===== src/sdiaf_pkg.sv =====
// constants, tables and types shared by the descramble, align and output format block
package sdiaf_pkg;
    // wishbone register map, byte addresses
    localparam int WB_AW = 4;
    localparam logic [WB_AW-1:0] ADR_CTRL = 4'h0;
    localparam logic [WB_AW-1:0] ADR_STATUS = 4'h4;
    // control register fields
    localparam int CTRL_AUTO = 0;
    localparam int CTRL_VIDEO = 1;
    localparam int CTRL_ASI = 2;
    localparam int CTRL_WIDTH = 3;
    localparam int CTRL_RATE = 4;
    localparam int CTRL_W = 5;
    // auto rate, video processing and 20-bit width high after reset
    localparam logic [CTRL_W-1:0] CTRL_RESET = 5'h0B;
    // status register fields
    localparam int ST_ALIGNED = 0;
    localparam int ST_RATE = 1;
    localparam int ST_TRS = 2;
    localparam int ST_WERR = 3;
    localparam int ST_SYNC = 4;
    // word framing
    localparam int WORD_BITS = 10;
    localparam int WIN_BITS = 3 * WORD_BITS;
    localparam logic [3:0] LAST_BIT = 4'h9;
    localparam logic [3:0] PCLK_FALL_BIT = 4'h4;
    localparam logic [3:0] XYZ_BITS = 4'hA;
    localparam int XYZ_H_BIT = 6;
    localparam int TRS_TIMEOUT_WORDS = 8192;
    // eight-bit form of the header only checks the upper eight bits
    localparam logic [7:0] TRS8_ONES = 8'hFF;
    localparam logic [7:0] TRS8_ZERO = 8'h00;
    localparam logic [9:0] TRS10_ONES = 10'h3FF;
    localparam logic [9:0] TRS10_ZERO = 10'h000;
    // comma of the asi sync character, both disparities
    localparam logic [6:0] COMMA_NEG = 7'h1F;
    localparam logic [6:0] COMMA_POS = 7'h60;
    localparam logic [5:0] K28_NEG = 6'h0F;
    localparam logic [5:0] K28_POS = 6'h30;
    localparam logic [4:0] K28_VAL = 5'h1C;
    localparam logic [3:0] K28_5_NEG = 4'hA;
    localparam logic [3:0] K28_5_POS = 4'h5;
    localparam logic [3:0] D7_ALT_NEG = 4'h7;
    localparam logic [3:0] D7_ALT_POS = 4'h8;
    // 5b/6b and 3b/4b codes for negative running disparity, first bit msb
    localparam logic [5:0] ASI_6B [0:31] = '{
        6'h27, 6'h1D, 6'h2D, 6'h31, 6'h35, 6'h29, 6'h19, 6'h38,
        6'h39, 6'h25, 6'h15, 6'h34, 6'h0D, 6'h2C, 6'h1C, 6'h17,
        6'h1B, 6'h23, 6'h13, 6'h32, 6'h0B, 6'h2A, 6'h1A, 6'h3A,
        6'h33, 6'h26, 6'h16, 6'h36, 6'h0E, 6'h2E, 6'h1E, 6'h2B};
    localparam logic [3:0] ASI_4B [0:7] = '{
        4'hB, 4'h9, 4'h5, 4'hC, 4'hD, 4'hA, 4'h6, 4'hE};
    typedef enum logic [1:0] {
        SDIAF_THROUGH = 2'b00,
        SDIAF_VIDEO = 2'b01,
        SDIAF_ASI = 2'b10
    } sdiaf_mode_t;
endpackage


===== src/sdiaf_top.sv =====
// serial descrambler, trs/comma word aligner and 20-bit parallel output formatter
`timescale 1ns/1ps
module sdiaf_top #(
    parameter int unsigned TRS_TIMEOUT_WORDS = sdiaf_pkg::TRS_TIMEOUT_WORDS
) (
    input wire logic clk_i,
    input wire logic rst_i,
    input wire logic [sdiaf_pkg::WB_AW-1:0] wb_adr_i,
    input wire logic [31:0] wb_dat_i,
    input wire logic [3:0] wb_sel_i,
    input wire logic wb_we_i,
    input wire logic wb_cyc_i,
    input wire logic wb_stb_i,
    output logic [31:0] wb_dat_o,
    output logic wb_ack_o,
    input wire logic serial_clk_i,
    input wire logic serial_data_i,
    input wire logic reset_test_n_i,
    input wire logic detected_rate_flag_i,
    output logic [19:0] parallel_data_o,
    output logic parallel_data_oe_o,
    output logic output_clock_o,
    output logic output_clock_oe_o
);
    import sdiaf_pkg::*;

    if (TRS_TIMEOUT_WORDS < 2 || TRS_TIMEOUT_WORDS > 65535) begin : g_chk
        $error("TRS_TIMEOUT_WORDS must lie in 2..65535");
    end

    function automatic logic [3:0] popc(input logic [5:0] v);
        logic [3:0] n;
        n = 4'h0;
        for (int i = 0; i < 6; i++) begin
            n = n + {3'h0, v[i]};
        end
        return n;
    endfunction

    // {valid, k28, value}
    function automatic logic [6:0] dec6(input logic [5:0] c);
        logic [6:0] r;
        r = 7'h00;
        for (int i = 0; i < 32; i++) begin
            if (c == ASI_6B[i] || (c == ~ASI_6B[i] && (popc(ASI_6B[i]) != 4'h3 || i == 7))) begin
                r = {2'b10, 5'(i)};
            end
        end
        if (c == K28_NEG || c == K28_POS) begin
            r = {2'b11, K28_VAL};
        end
        return r;
    endfunction

    // {valid, value}
    function automatic logic [3:0] dec4(input logic [3:0] c);
        logic [3:0] r;
        r = 4'h0;
        for (int i = 0; i < 8; i++) begin
            if (c == ASI_4B[i] || (c == ~ASI_4B[i] && (popc({2'b00, ASI_4B[i]}) != 4'h2 || i == 3))) begin
                r = {1'b1, 3'(i)};
            end
        end
        if (c == D7_ALT_NEG || c == D7_ALT_POS) begin
            r = 4'hF;
        end
        return r;
    endfunction

    // link pins pass two flops before any logic looks at them
    logic sclk_s1, sclk_s2, sclk_s3, sdat_s1, sdat_s2, sdat_s3, rtn_s1, rtn_s2;
    always_ff @(posedge clk_i) begin
        if (rst_i) begin
            {sclk_s1, sclk_s2, sclk_s3} <= 3'h0;
            {sdat_s1, sdat_s2, sdat_s3} <= 3'h0;
            {rtn_s1, rtn_s2} <= 2'h0;
        end else begin
            {sclk_s1, sclk_s2, sclk_s3} <= {serial_clk_i, sclk_s1, sclk_s2};
            {sdat_s1, sdat_s2, sdat_s3} <= {serial_data_i, sdat_s1, sdat_s2};
            {rtn_s1, rtn_s2} <= {reset_test_n_i, rtn_s1};
        end
    end

    // register bus
    logic [CTRL_W-1:0] ctrl, next_ctrl;
    logic [31:0] next_dat;
    logic next_ack;
    logic [4:0] status;
    always_comb begin
        next_ctrl = ctrl;
        next_dat = 32'h0000_0000;
        next_ack = wb_cyc_i & wb_stb_i & ~wb_ack_o;
        if (next_ack) begin
            if (wb_adr_i == ADR_CTRL) begin
                next_dat = {27'h0, ctrl};
                if (wb_we_i && wb_sel_i[0]) begin
                    next_ctrl = wb_dat_i[CTRL_W-1:0];
                end
            end else if (wb_adr_i == ADR_STATUS) begin
                next_dat = {27'h0, status};
            end
        end
    end
    always_ff @(posedge clk_i) begin
        if (rst_i) begin
            ctrl <= CTRL_RESET;
            wb_dat_o <= 32'h0000_0000;
            wb_ack_o <= 1'b0;
        end else begin
            ctrl <= next_ctrl;
            wb_dat_o <= next_dat;
            wb_ack_o <= next_ack;
        end
    end

    logic auto_rate_select, video_processing_select, asi_mode_select, bus_width_select;
    logic manual_rate_select, eff_rate;
    sdiaf_mode_t mode;
    assign auto_rate_select = ctrl[CTRL_AUTO];
    assign video_processing_select = ctrl[CTRL_VIDEO];
    assign asi_mode_select = ctrl[CTRL_ASI];
    assign bus_width_select = ctrl[CTRL_WIDTH];
    assign manual_rate_select = ctrl[CTRL_RATE];
    // rate only steers status here; the bus mapping does not depend on it
    assign eff_rate = auto_rate_select ? detected_rate_flag_i : manual_rate_select;
    always_comb begin
        if (asi_mode_select && !video_processing_select) begin
            mode = SDIAF_ASI;
        end else if (video_processing_select && !asi_mode_select) begin
            mode = SDIAF_VIDEO;
        end else begin
            mode = SDIAF_THROUGH;
        end
    end

    // bit path, aligner and formatter
    logic prev_raw, next_prev_raw, aligned, next_aligned, trs_seen, next_trs_seen;
    logic [8:0] scr, next_scr;
    logic [WIN_BITS-1:0] vsr, next_vsr;
    logic [3:0] bitcnt, next_bitcnt, trs_phase, next_trs_phase, cand_phase, next_cand_phase;
    logic [3:0] xyz_cnt, next_xyz_cnt;
    logic cand_valid, next_cand_valid, pair, next_pair, rd, next_rd;
    logic [9:0] hold, next_hold, word, code10;
    logic [15:0] idle_words, next_idle_words;
    logic [19:0] next_pdata;
    logic next_pclk, werr, next_werr, sync_seen, next_sync_seen;
    logic pend, next_pend;
    logic [19:0] pend_data, next_pend_data;
    logic bit_stb, raw, nrz, in_bit, trs_hit, comma_hit, realign, word_stb, emit;
    logic asi_word_error_pin, asi_sync_flag_pin;
    logic [6:0] d6;
    logic [3:0] d4, p6, p4;

    assign status = {sync_seen, werr, trs_seen, eff_rate, aligned};

    always_comb begin
        next_prev_raw = prev_raw;
        next_scr = scr;
        next_vsr = vsr;
        next_bitcnt = bitcnt;
        next_trs_phase = trs_phase;
        next_cand_phase = cand_phase;
        next_cand_valid = cand_valid;
        next_xyz_cnt = xyz_cnt;
        next_aligned = aligned;
        next_trs_seen = trs_seen;
        next_idle_words = idle_words;
        next_pair = pair;
        next_hold = hold;
        next_rd = rd;
        next_werr = werr;
        next_sync_seen = sync_seen;
        next_pdata = parallel_data_o;
        next_pclk = output_clock_o;
        next_pend = 1'b0;
        next_pend_data = pend_data;
        emit = 1'b0;
        realign = 1'b0;
        asi_word_error_pin = 1'b0;
        asi_sync_flag_pin = 1'b0;
        // value before the link clock edge, taken as the bit at that edge
        bit_stb = sclk_s2 & ~sclk_s3;
        raw = sdat_s3;
        nrz = raw ^ prev_raw;
        in_bit = (mode == SDIAF_VIDEO) ? (nrz ^ scr[3] ^ scr[8]) : raw;
        if (bit_stb) begin
            next_prev_raw = raw;
            next_scr = {scr[7:0], nrz};
            next_vsr = {in_bit, vsr[WIN_BITS-1:1]};
        end
        word = next_vsr[WIN_BITS-1:WIN_BITS-WORD_BITS];
        code10 = {<<{word}};
        trs_hit = bit_stb && mode == SDIAF_VIDEO && (
            (next_vsr[9:0] == TRS10_ONES && next_vsr[19:10] == TRS10_ZERO
                && next_vsr[29:20] == TRS10_ZERO)
            || (next_vsr[9:2] == TRS8_ONES && next_vsr[19:12] == TRS8_ZERO
                && next_vsr[29:22] == TRS8_ZERO));
        comma_hit = bit_stb && mode == SDIAF_ASI
            && (code10[9:3] == COMMA_NEG || code10[9:3] == COMMA_POS);
        d6 = dec6(code10[9:4]);
        d4 = dec4(code10[3:0]);
        p6 = popc(code10[9:4]);
        p4 = popc({2'b00, code10[3:0]});

        if (trs_hit) begin
            next_trs_seen = 1'b1;
            next_idle_words = 16'h0000;
            next_trs_phase = bitcnt;
            next_xyz_cnt = XYZ_BITS;
            if (!auto_rate_select) begin
                realign = 1'b1;
            end
        end else if (bit_stb && xyz_cnt != 4'h0) begin
            next_xyz_cnt = xyz_cnt - 4'h1;
            if (xyz_cnt == 4'h1 && auto_rate_select) begin
                if (!word[XYZ_H_BIT]) begin
                    next_cand_valid = 1'b1;
                    next_cand_phase = trs_phase;
                end else begin
                    // eav must follow a sav seen at the very same bit phase
                    next_cand_valid = 1'b0;
                    realign = cand_valid && cand_phase == trs_phase;
                end
            end
        end
        if (comma_hit) begin
            realign = 1'b1;
        end
        word_stb = bit_stb && (bitcnt == LAST_BIT || realign);
        if (bit_stb) begin
            next_bitcnt = (realign || bitcnt == LAST_BIT) ? 4'h0 : bitcnt + 4'h1;
        end
        if (realign) begin
            next_aligned = 1'b1;
            next_cand_valid = 1'b0;
        end
        if (word_stb && !trs_hit && idle_words != 16'hFFFF) begin
            next_idle_words = idle_words + 16'h0001;
        end
        if (mode != SDIAF_VIDEO && mode != SDIAF_ASI) begin
            next_aligned = 1'b0;
            next_trs_seen = 1'b0;
        end else if (mode == SDIAF_VIDEO && idle_words >= 16'(TRS_TIMEOUT_WORDS)) begin
            next_aligned = 1'b0;
            next_trs_seen = 1'b0;
        end

        if (word_stb) begin
            if (mode == SDIAF_ASI) begin
                asi_sync_flag_pin = d6[5] && (code10[3:0] == K28_5_NEG
                    || code10[3:0] == K28_5_POS);
                asi_word_error_pin = !d6[6] || !d4[3];
                if (p6 > 4'h3 || p4 > 4'h2) begin
                    asi_word_error_pin = asi_word_error_pin | rd;
                end
                if (p6 < 4'h3 || p4 < 4'h2) begin
                    asi_word_error_pin = asi_word_error_pin | ~rd;
                end
                if (p4 != 4'h2) begin
                    next_rd = p4 > 4'h2;
                end else if (p6 != 4'h3) begin
                    next_rd = p6 > 4'h3;
                end
                next_werr = asi_word_error_pin;
                next_sync_seen = asi_sync_flag_pin;
                // lower half held low, asi uses the 10-bit bus
                next_pdata = {asi_word_error_pin, asi_sync_flag_pin, d4[2:0], d6[4:0],
                    10'h000};
                emit = 1'b1;
            end else if (!bus_width_select) begin
                next_pdata = {word, 10'h000};
                emit = 1'b1;
            end else if (realign && !auto_rate_select) begin
                // the word under the trs detect is a chroma word
                next_hold = word;
                next_pair = 1'b1;
            end else if (realign) begin
                // the eav xyz word closes a pair, so chroma leads right after it
                next_pdata = {word, hold};
                next_pair = 1'b0;
                emit = 1'b1;
            end else if (!pair) begin
                next_hold = word;
                next_pair = 1'b1;
            end else begin
                next_pdata = {word, hold};
                next_pair = 1'b0;
                emit = 1'b1;
            end
        end
        if (emit && output_clock_o) begin
            // a word due while the clock is still high waits one cycle for a fresh rising edge
            next_pend = 1'b1;
            next_pend_data = next_pdata;
            next_pdata = parallel_data_o;
            next_pclk = 1'b0;
        end else if (emit) begin
            next_pclk = 1'b1;
        end else if (pend) begin
            next_pdata = pend_data;
            next_pclk = 1'b1;
        end else if (bit_stb && bitcnt == PCLK_FALL_BIT) begin
            next_pclk = 1'b0;
        end
        if (!rtn_s2) begin
            next_pend = 1'b0;
            next_aligned = 1'b0;
            next_cand_valid = 1'b0;
            next_xyz_cnt = 4'h0;
            next_pclk = 1'b0;
            next_pdata = 20'h00000;
        end
    end

    always_ff @(posedge clk_i) begin
        if (rst_i) begin
            prev_raw <= 1'b0;
            scr <= 9'h000;
            vsr <= 30'h0000_0000;
            bitcnt <= 4'h0;
            trs_phase <= 4'h0;
            cand_phase <= 4'h0;
            cand_valid <= 1'b0;
            xyz_cnt <= 4'h0;
            aligned <= 1'b0;
            trs_seen <= 1'b0;
            idle_words <= 16'h0000;
            pair <= 1'b0;
            hold <= 10'h000;
            rd <= 1'b0;
            werr <= 1'b0;
            sync_seen <= 1'b0;
            pend <= 1'b0;
            pend_data <= 20'h00000;
            parallel_data_o <= 20'h00000;
            output_clock_o <= 1'b0;
            parallel_data_oe_o <= 1'b0;
            output_clock_oe_o <= 1'b0;
        end else begin
            prev_raw <= next_prev_raw;
            scr <= next_scr;
            vsr <= next_vsr;
            bitcnt <= next_bitcnt;
            trs_phase <= next_trs_phase;
            cand_phase <= next_cand_phase;
            cand_valid <= next_cand_valid;
            xyz_cnt <= next_xyz_cnt;
            aligned <= next_aligned;
            trs_seen <= next_trs_seen;
            idle_words <= next_idle_words;
            pair <= next_pair;
            hold <= next_hold;
            rd <= next_rd;
            werr <= next_werr;
            sync_seen <= next_sync_seen;
            pend <= next_pend;
            pend_data <= next_pend_data;
            parallel_data_o <= next_pdata;
            output_clock_o <= next_pclk;
            parallel_data_oe_o <= rtn_s2;
            output_clock_oe_o <= rtn_s2;
        end
    end
endmodule


===== config.mk =====
export PLATFORM = sky130hd
export DESIGN_NAME = sdiaf_top
export DESIGN_NICKNAME = d
export VERILOG_FILES = /design/src/sdiaf_pkg.sv /design/src/sdiaf_top.sv
export SDC_FILE = /design/constraint.sdc
export NUM_CORES = 1
export LEC_CHECK = 0
export BUFFER_PORTS_ARGS = -buffer_cell sky130_fd_sc_hd__buf_2
export CAP_MARGIN = 5
export CORE_MARGIN = 5
export CORE_UTILIZATION = 60
export CTS_CLUSTER_DIAMETER = 50
export CTS_CLUSTER_SIZE = 20
export DETAILED_ROUTE_END_ITERATION = 10
export MAX_ROUTING_LAYER = met4
export PLACE_DENSITY = 0.83
export SLEW_MARGIN = 20
export SYNTH_ARGS = -nofsm -noshare
export SYNTH_HDL_FRONTEND = slang
export SYNTH_SLANG_ARGS = --single-unit
export TNS_END_PERCENT = 1

===== constraint.sdc =====
create_clock -name clk_i -period 6.5 [get_ports clk_i]
set_input_delay 0 -clock clk_i [delete_from_list [all_inputs] [get_ports clk_i]]
set_output_delay 0 -clock clk_i [all_outputs]
set_load 0.02 [all_outputs]

==> impl_metrics.yaml, run 1 <==
power:
  power.density_mw_per_mm2: 224
  leakage_nw: 3.29
  peakVddDrop_uv: 218
floorplanning:
  die_h_um: 123
  initial_core_util: 0.612
  ios: 105
  die-area_mm2: 0.0152
  chipWidth_um: 123
  core_mm2: 0.0126
  rows: 41
grt:
  track_usage: 0.266
  antenna_found_initial: 0
  grt_pass1_wl_um: 31300
  grt_pass1_vias: 6454
  grt-ovfl-total: 0
  grt_max_degree: 67
timing:
  rsz0062_at_grt: "no"
  fmax_mhz: 203
  fin_setup_tns_ns: 0
  slew_viol_final: 0
  period_needed_ns: 4.94
  hold_viol: 0
  clock-skew-final_ns: 0.0112
  finalSetupViolations: 0
  post-route-period-util: 0.759
  worst_pin_slew_ns: 1.04
  max_slew_margin: 0.304
synthesis:
  ys_seq_elements: 148
  ys_seq_area_frac: 0.383
  netlist_instances: 975
  avgSynthCellArea_um2: 7.93
  ys_types: 80
  synth_top_area_frac: 0.383
  synth_area_leader_cell: "dfxtp_1"
  synthArstFlopShare: 0
  netlist_area_mm2: 0.00773
  yosys_warnings: 0
  synth_area_leaders: "dfxtp_1, a21oi_1, nand2_1"
  synth_edf_count: 0
  synthFlopType: "dfxtp_1"
detailed_routing:
  wl_met1_um: 8320
  wl_met2_um: 9200
  totalWireLength_um: 19100
  top_layer: "met4"
  wl_per_cell_um: 16.1
  drc: 0
  drt_iter0_drc: 834
  drt_first_pass_iters: 6
  routed-via-count: 7019
  routed_via_density: 5.90
  dr_wl_met3_um: 1100
  ant_nets: 0
min_path:
  worstHoldPathCells: 4
  hold_path.class: "in -> reg"
  hp-start: "wb_adr_i[1]"
  hold_end: "wb_dat_o[2]"
cts:
  cts_tree: "done"
  clkTransAtPathRegs_ns: 0.07
  clk_path_buf_depth: 2
  clock_latency_ns: 0.44
  numCtsBuffers: 17
  cts_root_buf: "clkbuf_16"
  clkSinkCount: 148
  ctsHtreeMaxLevel: 4
worst_setup_path:
  startpoint_type: "flop"
  crit_path_end_kind: "flop"
  crit_arrival_ns: 5.30
  crit_required_ns: 6.86
  regToRegSetupSlack_ns: 1.56
  timing.rr.end: "parallel_data_o[9]"
  crit_type: "reg -> reg"
  r2r_start: "sclk_s2"
  cp_max_fo: 20
  reg2reg_depth: 12
place:
  placed_area_mm2: 0.00795
  io_buffers: 47
  place_congestion: 0.980
  place_hpwl_um: 12900
finish:
  multi_input_area_mm2: 0.00428
  final_cell_area_mm2: 0.00862
  fillers: 997
  drive_above_1_share: 0.112
  ff_latch_area_mm2: 0.00296
  nNetsFinal: 1079
  syn_to_final_growth_pct: 11.6
  diodes: 0
run:
  max-cap-violations: 0
run_status:
  status: "completed"
==> metal layers <==
layer	GRT usage	vias up
li1	-	3444
met1	0.336	3286
met2	0.422	246
met3	0.0499	43
met4	0.107	0
met5	-	-
==> cell usage in the layout (no fill, tap or decap), types with 4 or more instances in the layout <==
master         count
inv_1             39
buf_4             14
nor2b_1           13
o221ai_1           4
clkbuf_16         17
o22ai_1            9
nand2_1          122
a32oi_1            4
nand3_1           41
nand4_1            6
xnor2_1           10
dlygate4sd3_1     11
conb_1            27
and3_1             8
dfxtp_1          148
nor2_1           121
nor4_1             8
mux2i_1           17
o21ai_0           38
o31ai_1            5
a211oi_1          22
nand4b_1           4
buf_2             47
a211o_1            6
nand2b_1           6
a31oi_1            6
ha_1              22
o2bb2ai_1         12
or3_1              5
a21oi_1           95
a22oi_1           12
xor2_1            11
o211ai_1           6
inv_6              5
nor3_1            14
==> flip-flops by register name, summed over array words and instances (netlist names), 4 cells and up <==
| register | flops |
|---|---|
| wb_dat_o | 5 |
| scr | 9 |
| idle_words | 16 |
| parallel_data_o | 20 |
| trs_phase | 4 |
| bitcnt | 4 |
| ctrl | 5 |
| cand_phase | 4 |
| pend_data | 20 |
| hold | 10 |
| xyz_cnt | 4 |
| vsr | 27 |
==> worst max-delay path by stage <==
stage | start | endpoint | slack, ns | depth (start not counted)
final | sclk_s2 | parallel_data_o[9] | 1.56 | 12
after global routing | sclk_s2 | parallel_data_o[4] | 1.26 | 12
after CTS | sclk_s2 | parallel_data_o[9] | 1.55 | 12
after detailed placement | sclk_s2 | parallel_data_o[9] | 1.58 | 12
after global placement | sclk_s2 | parallel_data_o[3] | 1.72 | 12
after floorplan | sclk_s2 | parallel_data_o[19] | 2.21 | 19
==> report_power, final <==
part	switching (mW)	internal, mW	total (mW)
Clock	0.430	0.506	0.935
Sequential	0.00386	0.911	0.915
Combinational	0.0589	0.0241	0.0830
==> Yosys cell counts (4+ instances only) <==
cell type	instances
nand2b_1	6
buf_4	28
nand3_1	41
nand4_1	6
nand4b_1	4
clkbuf_1	43
o2bb2ai_1	12
o21ai_0	38
and3_1	8
a211oi_1	22
xnor2_1	10
a32oi_1	4
o211ai_1	6
buf_2	11
dfxtp_1	148
mux2i_1	17
nor3_1	15
nor4_1	8
nand2_1	122
o221ai_1	4
ha_1	22
xor2_1	11
a211o_1	6
o22ai_1	9
nor2_1	121
a21oi_1	95
inv_1	39
a22oi_1	12
or3_1	5
nor2b_1	15
buf_1	4
a31oi_1	6
o31ai_1	5
==> worst max-delay path, stage by stage, from the launching register on <==
cell	delay, ns
dfxtp_1	0.44
nor2b_4	0.50
mux2i_1	0.24
buf_4	0.20
ha_1	0.23
nor4bb_1	0.32
nand3_1	0.16
nor4_4	0.51
a311o_2	0.32
o21ai_2	0.22
or3_1	0.74
nor2_1	0.77
o2bb2ai_1	0.19
==> metrics by stage <==
stage,worst slack [ns],power (mW),std cells,utilization,hold WS [ns]
after CTS,1.55,1.94,1190,0.683,0.00300
after detailed placement,1.58,1.01,1147,0.630,0.214
after floorplan,2.21,1.00,1001,-,0.118
final,1.56,1.93,1190,0.683,0.0258
after global routing,1.26,2.00,1190,0.683,0.0431
after global placement,1.72,1.01,1147,0.630,0.204
==> final cells by class <==
cell class,count,share of cell area
Clock buffer,18,0.0498
Clock inverter,14,0.0157
Inverter,39,0.0170
Multi-Input combinational cell,727,0.497
Sequential cell,148,0.344
Tap cell,172,0.0250
Timing Repair Buffer,72,0.0522
==> kinds of logic after synthesis <==
kind of cell	share of synthesized area
adder cells (fa/ha/maj)	0.0434
buffers and inverters	0.0767
multiplexers	0.0235
AND/OR/NAND/NOR	0.228
XOR/XNOR	0.0269
other	0.000485
flip-flops	0.383
AO/OA/AOI/OAI	0.218
==> repair_timing <==
action / CTS / global route
buffers inserted: 0 / 0
gates resized for setup: 0 / 0
endpoints found under the hold margin: 11 / 0
hold buffers: 11 / 0
Power figures use the tool's default switching activity.
==> inputs of run 2 (changes only) <==
Settings changed: CORE_UTILIZATION 60 to 52, PLACE_DENSITY 0.83 to 0.76.
Clock period 6.5 ns to 4.4 ns, I/O delays scaled along.
==> run 2 against run 1 <==
- register-to-register slack worse by 1.2 ns
- sequential share of layout area is 0.73 points lower
- first-iteration DRC count is 28% lower
- maximum frequency is 21% higher
- cell count is 2.4% higher
- via count is 0.30% higher
- sequential power is 48% higher
- critical path type unchanged
==> impl_metrics.yaml, run 2 (same netlist as run 1, synthesis figures left out) <==
detailed_routing:
  wl_per_cell_um: 15.9
  drt_iter0_drc: 600
  ant_nets: 0
  routed_via_density: 5.78
  drc: 0
  routed-via-count: 7040
  totalWireLength_um: 19400
  drt_first_pass_iters: 5
floorplanning:
  core_mm2: 0.0145
  rows: 44
  die-area_mm2: 0.0174
  die_h_um: 132
  ios: 105
  initial_core_util: 0.532
  chipWidth_um: 132
finish:
  syn_to_final_growth_pct: 14.0
  nNetsFinal: 1095
  largest-register: "vsr"
  largest_register_ffs: 27
  top_regs: "vsr x27, parallel_data_o x20, pend_data x20"
  drive_above_1_share: 0.123
  layout_common_cells: "dfxtp_1, nand2_1, nor2_1, a21oi_1, buf_2"
  fillers: 1283
  instances_no_fill: 1218
  layout_commonest_cell: "dfxtp_1"
  diodes: 0
worst_setup_path:
  reg2reg_depth: 17
  crit_buf_inv: 3
  timing.rr.end: "parallel_data_o[19]"
  crit_family: "adder cells"
  cp_max_fo: 37
  regToRegSetupSlack_ns: 0.32
  cp_slowest_cell: "fa_1"
  startpoint_type: "flop"
  cp_cell_sequence: "nor2b_4 > buf_6 > o21ai_0 > inv_1 > fa_1 > xnor2_1 > ha_1 > ha_1 > inv_1 > fa_1 > nand2b_1 > a211oi_1 > a31oi_1 > a21oi_1 > a21oi_1 > o31ai_1 > a21oi_1"
  crit_required_ns: 4.71
  crit_arrival_ns: 4.39
  max_stage_delay_ns: 0.45
  cpMostUsedCell: "a21oi_1"
  r2r_start: "sclk_s2"
  crit_path_end_kind: "flop"
  crit_type: "reg -> reg"
timing:
  slew_viol_final: 0
  post-route-period-util: 0.927
  worst_pin_slew_ns: 0.979
  setup_slack_ns: 0.320
  rsz0062_at_grt: "no"
  period_needed_ns: 4.08
  fmax_mhz: 245
  finalSetupViolations: 0
  clock-skew-final_ns: 0.0109
  hold_viol: 0
  max_slew_margin: 0.347
  fin_setup_tns_ns: 0
min_path:
  hold_path.class: "in -> reg"
  worstHoldPathCells: 4
  hold_end: "wb_dat_o[4]"
  hp-start: "wb_adr_i[1]"
grt:
  grt_pass1_vias: 6565
  grt-ovfl-total: 0
  antenna_found_initial: 0
  grt_max_degree: 96
  track_usage: 0.224
  grt_pass1_wl_um: 32000
place:
  pre_cts_ws_ns: 0.287
  place_congestion: 0.908
  place_inst: 1171
  place_hpwl_um: 13200
  io_buffers: 47
cts:
  clk_path_buf_depth: 2
  numCtsBuffers: 17
  clock_latency_ns: 0.43
  cts_root_buf: "clkbuf_16"
  ctsHtreeMaxLevel: 4
  clkSinkCount: 148
  cts_tree: "done"
  clkTransAtPathRegs_ns: 0.06
power:
  leakage_nw: 3.38
  peakVddDrop_uv: 262
  power.density_mw_per_mm2: 336
run_status:
  status: "completed"
run:
  max-cap-violations: 0
[run 2: cell types whose count changed in the layout (fill, tap and decap cells not counted), sizes merged]
| cell | previous run | this run |
|---|---|---|
| buf | 61 | 74 |
| dlygate4sd3 | 11 | 14 |
| bufinv | 0 | 2 |
| inv | 47 | 45 |
| clkinvlp | 2 | 3 |
| clkinv | 4 | 3 |
[run 2: final cells by class]
| cell class | instances | area, um2 | share of cell area |
|---|---|---|---|
| well taps | 184 | 230 | 0.0261 |
| repair buffers | 88 | 584 | 0.0663 |
| clock inverters | 14 | 165 | 0.0187 |
| inverters | 39 | 146 | 0.0166 |
| multi-input cells | 727 | 4280 | 0.486 |
| clock buffers | 18 | 439 | 0.0498 |
| flip-flops and latches | 148 | 2960 | 0.336 |
[run 2: repair_timing]
action | CTS | global route
hold buffers | 14 | 0
hold endpoints to repair | 11 | 0
endpoints found under the setup margin | 0 | 14
setup buffers | 0 | 1
resized for setup | 0 | 1
[run 2: worst max path at each step]
stage / startpoint / to / slack [ns] / cells past startpoint
2_1_floorplan: sclk_s2 / parallel_data_o[19] / 0.11 / 19
3_3_place_gp: sclk_s2 / parallel_data_o[19] / 0.35 / 17
5_1_grt: sclk_s2 / parallel_data_o[2] / 0.02 / 14
4_1_cts: sclk_s2 / parallel_data_o[19] / 0.27 / 17
3_5_place_dp: sclk_s2 / parallel_data_o[7] / 0.29 / 12
6_report: sclk_s2 / parallel_data_o[19] / 0.32 / 17
[run 2: through the flow]
step,utilization,hold slack [ns],cell area [um2],power [mW]
after floorplan,-,0.118,7830,1.48
after global placement,0.554,0.205,8050,1.49
after detailed placement,0.554,0.205,8060,1.50
after CTS,0.605,0.00924,8800,2.97
after global routing,0.606,0.0618,8810,3.05
final,0.606,0.0304,8810,2.96
[run 2: power breakdown]
part | switching (mW) | total, mW | internal (mW) | leakage (nW)
clock | 0.617 | 1.48 | 0.867 | 0.289
sequential | 0.00565 | 1.35 | 1.35 | 1.19
combinational | 0.0876 | 0.125 | 0.0377 | 1.90
[run 2: worst register-to-register path, cell delays in order (launching register included)]
cell and delay [ns]:
dfxtp_1 0.43, nor2b_4 0.29, buf_6 0.29, o21ai_0 0.15
inv_1 0.13, fa_1 0.45, xnor2_1 0.20, ha_1 0.26
ha_1 0.18, inv_1 0.06, fa_1 0.41, nand2b_1 0.17
a211oi_1 0.24, a31oi_1 0.07, a21oi_1 0.13, a21oi_1 0.15
o31ai_1 0.27, a21oi_1 0.10
[run 2: per-layer routing]
metal | share of wire | track usage
met5 | 0 | -
met4 | 0.019 | 0.0663
met3 | 0.060 | 0.0508
met2 | 0.47 | 0.350
met1 | 0.45 | 0.290
==> inputs of run 3 (changes only) <==
Settings changed: ABC_AREA from default to 1, CORE_UTILIZATION 52 to 50, PLACE_DENSITY 0.76 to 0.73.
==> run 3 against run 2 <==
- combinational power is 130% higher
- sequential share of layout area is 0.80 points lower
- first-iteration DRC count is 19% lower
- highest routed layer unchanged
- register-to-register slack better by 0.09 ns
- global-route usage is 1.5 points lower
- clock skew is 0.0034 ns lower
==> impl_metrics.yaml, run 3 <==
worst_setup_path:
  crit_family: "simple AND/OR/NAND/NOR gates"
  reg2reg_depth: 25
  startpoint_type: "flop"
  crit_path_end_kind: "flop"
  crit_arrival_ns: 4.34
  crit_buf_inv: 7
  cp_num_cells: 25
  regToRegSetupSlack_ns: 0.41
  cp_slowest_cell: "dfxtp_2"
  timing.rr.end: "parallel_data_o[8]"
  crit_type: "reg -> reg"
  crit_required_ns: 4.75
  cp_max_fo: 22
  max_stage_delay_ns: 0.37
  r2r_start: "sclk_s2"
  cpMostUsedCell: "inv_2"
synthesis:
  synthMostInstantiatedCell: "nor2_1"
  synth_area_leader_cell: "dfxtp_1"
  synth_area_leaders: "dfxtp_1, nor2_1, nand2_1"
  yosys-top-cells-count: "nor2_1, nand2_1, dfxtp_1"
  yosys_warnings: 0
  synth_top_family_by_area: "simple AND/OR/NAND/NOR gates"
  synthFlopType: "dfxtp_1"
  synth_xor_area_frac: 0.0153
  netlist_area_mm2: 0.00802
  synth_edf_count: 0
  synth_top_area_frac: 0.372
  synth_fa_ha_area_frac: 0.0418
  ys_seq_area_frac: 0.372
  synth-simple-area-share: 0.246
  synth_compound_area_frac: 0.188
  netlist_instances: 1120
  avgSynthCellArea_um2: 7.16
  synth_mux_area_frac: 0.00796
  ys_types: 60
  synthArstFlopShare: 0
  ys_seq_elements: 149
grt:
  grt-ovfl-total: 0
  grt_max_degree: 59
  grt_pass1_wl_um: 31000
  track_usage: 0.209
  antenna_found_initial: 0
  grt_pass1_vias: 6679
detailed_routing:
  drc: 0
  top_layer: "met4"
  totalWireLength_um: 18700
  wl_met1_um: 8610
  wl_met2_um: 8880
  drt_iter0_drc: 488
  dr_wl_met3_um: 936
  routed-via-count: 7272
  wl_per_cell_um: 13.3
  drt_first_pass_iters: 6
  ant_nets: 0
  routed_via_density: 5.15
run:
  max-cap-violations: 0
timing:
  rsz0062_at_grt: "no"
  finalSetupViolations: 0
  period_needed_ns: 3.99
  max_slew_margin: 0.562
  post-route-period-util: 0.906
  hold_viol: 0
  worst_pin_slew_ns: 0.657
  fin_setup_tns_ns: 0
  setup_slack_ns: 0.413
  slew_viol_final: 0
  clock-skew-final_ns: 0.00745
  fmax_mhz: 251
cts:
  clkSinkCount: 149
  clk_path_buf_depth: 2
  cts_tree: "done"
  numCtsBuffers: 17
  cts_setup_buffers: 0
  cts_root_buf: "clkbuf_16"
  clock_latency_ns: 0.42
  ctsHtreeMaxLevel: 4
  clkTransAtPathRegs_ns: 0.06
finish:
  syn_to_final_growth_pct: 13.4
  top_regs: "vsr x28, parallel_data_o x20, pend_data x20"
  fin_util: 0.574
  largest_register_ffs: 28
  diodes: 0
  multi_input_area_mm2: 0.00410
  drive_above_1_share: 0.131
  fillers: 1453
  nNetsFinal: 1258
  layout_commonest_cell: "nor2_1"
  layout_common_cells: "nor2_1, nand2_1, dfxtp_1, inv_1, o21ai_0"
  instances_no_fill: 1413
  ff_latch_area_mm2: 0.00298
  largest-register: "vsr"
floorplanning:
  rows: 46
  die-area_mm2: 0.0187
  die_h_um: 137
  initial_core_util: 0.507
  ios: 105
  chipWidth_um: 137
  core_mm2: 0.0158
power:
  switching_share: 0.261
  p_int_mw: 2.23
  power.density_mw_per_mm2: 332
  switching_power_uw: 789
  power_frac_seq: 0.457
  peakVddDrop_uv: 202
  p_total_mw: 3.02
  power_frac_clock: 0.449
  leakage_nw: 3.90
  power_frac_comb: 0.094
min_path:
  worstHoldPathCells: 4
  hp-start: "wb_sel_i[0]"
  hold_end: "ctrl[0]"
  hold_path.class: "in -> reg"
place:
  io_buffers: 47
  place_congestion: 0.890
  pre_cts_ws_ns: 0.140
  place_inst: 1360
  place_hpwl_um: 13200
run_status:
  status: "completed"
-- run 3: worst reg2reg max path, cell delays in order (launching register included) --
cell and delay (ns):
dfxtp_2 0.37, inv_2 0.09, nor2_4 0.05, or2_2 0.27, o21ai_0 0.11, ha_1 0.22
inv_1 0.09, nor4_1 0.27, nand2_1 0.10, nor3_2 0.13, nand4_2 0.14, clkinv_2 0.15
nor2_2 0.07, nand2_2 0.08, nand3_4 0.10, a31oi_2 0.24, inv_2 0.04, nand2_1 0.10
inv_2 0.14, o21ai_4 0.12, inv_2 0.16, nor2_4 0.31, inv_4 0.20, o211ai_1 0.16
o211ai_2 0.11, o21ai_1 0.08
-- run 3: power by group through the flow --
| stage | clock (mW) | combinational [mW] | sequential [mW] |
|---|---|---|---|
| floorplan | 0 | 0.219 | 1.41 |
| global placement | 0 | 0.262 | 1.41 |
| detailed placement | 0 | 0.268 | 1.41 |
| CTS | 1.38 | 0.281 | 1.38 |
| global route | 1.45 | 0.316 | 1.38 |
| finish | 1.36 | 0.284 | 1.38 |
-- run 3: cells by family after synthesis --
kind of cell | Yosys count
flops | 149
xor+xnor | 14
fa+ha+maj | 25
simple gates | 449
mux | 6
buf+inv | 227
compound gates | 249
other cells | 1
-- run 3: per-stage QoR --
| step | area (um2) | hold WS [ns] |
|---|---|---|
| after floorplan | 8120 | 0.107 |
| after global placement | 8310 | 0.205 |
| after detailed placement | 8310 | 0.208 |
| after CTS | 9070 | 0.166 |
| after global routing | 9090 | 0.224 |
| final | 9090 | 0.198 |
-- run 3: worst max-delay path by stage --
stage | end | startpoint | slack (ns)
after global placement | parallel_data_o[1] | sclk_s2 | 0.28
final | parallel_data_o[8] | sclk_s2 | 0.41
after global routing | pend_data[9] | sclk_s2 | 0.02
after floorplan | parallel_data_o[17] | sclk_s3 | 0.37
after CTS | pend_data[9] | sclk_s2 | 0.10
after detailed placement | pend_data[9] | sclk_s2 | 0.14
-- run 3: cell type report --
class                           count  share of cell area
Clock buffer                       20              0.0513
Clock inverter                     12              0.0106
Inverter                          165              0.0695
Multi-Input combinational cell    770               0.451
Sequential cell                   149               0.328
Tap cell                          216              0.0297
Timing Repair Buffer               80              0.0586
Timing Repair inverter              1            0.000826
-- run 3: timing repair --
action                                  4_1_cts  5_1_grt
hold endpoints to repair                     14        0
resized for setup                             0        8
endpoints found under the setup margin        0       38
hold buffers                                 20        0
-- run 3: layer usage --
metal,up-vias,track usage
li1,3725,-
met1,3326,0.265
met2,190,0.344
met3,31,0.0360
met4,0,0.0599
met5,-,-
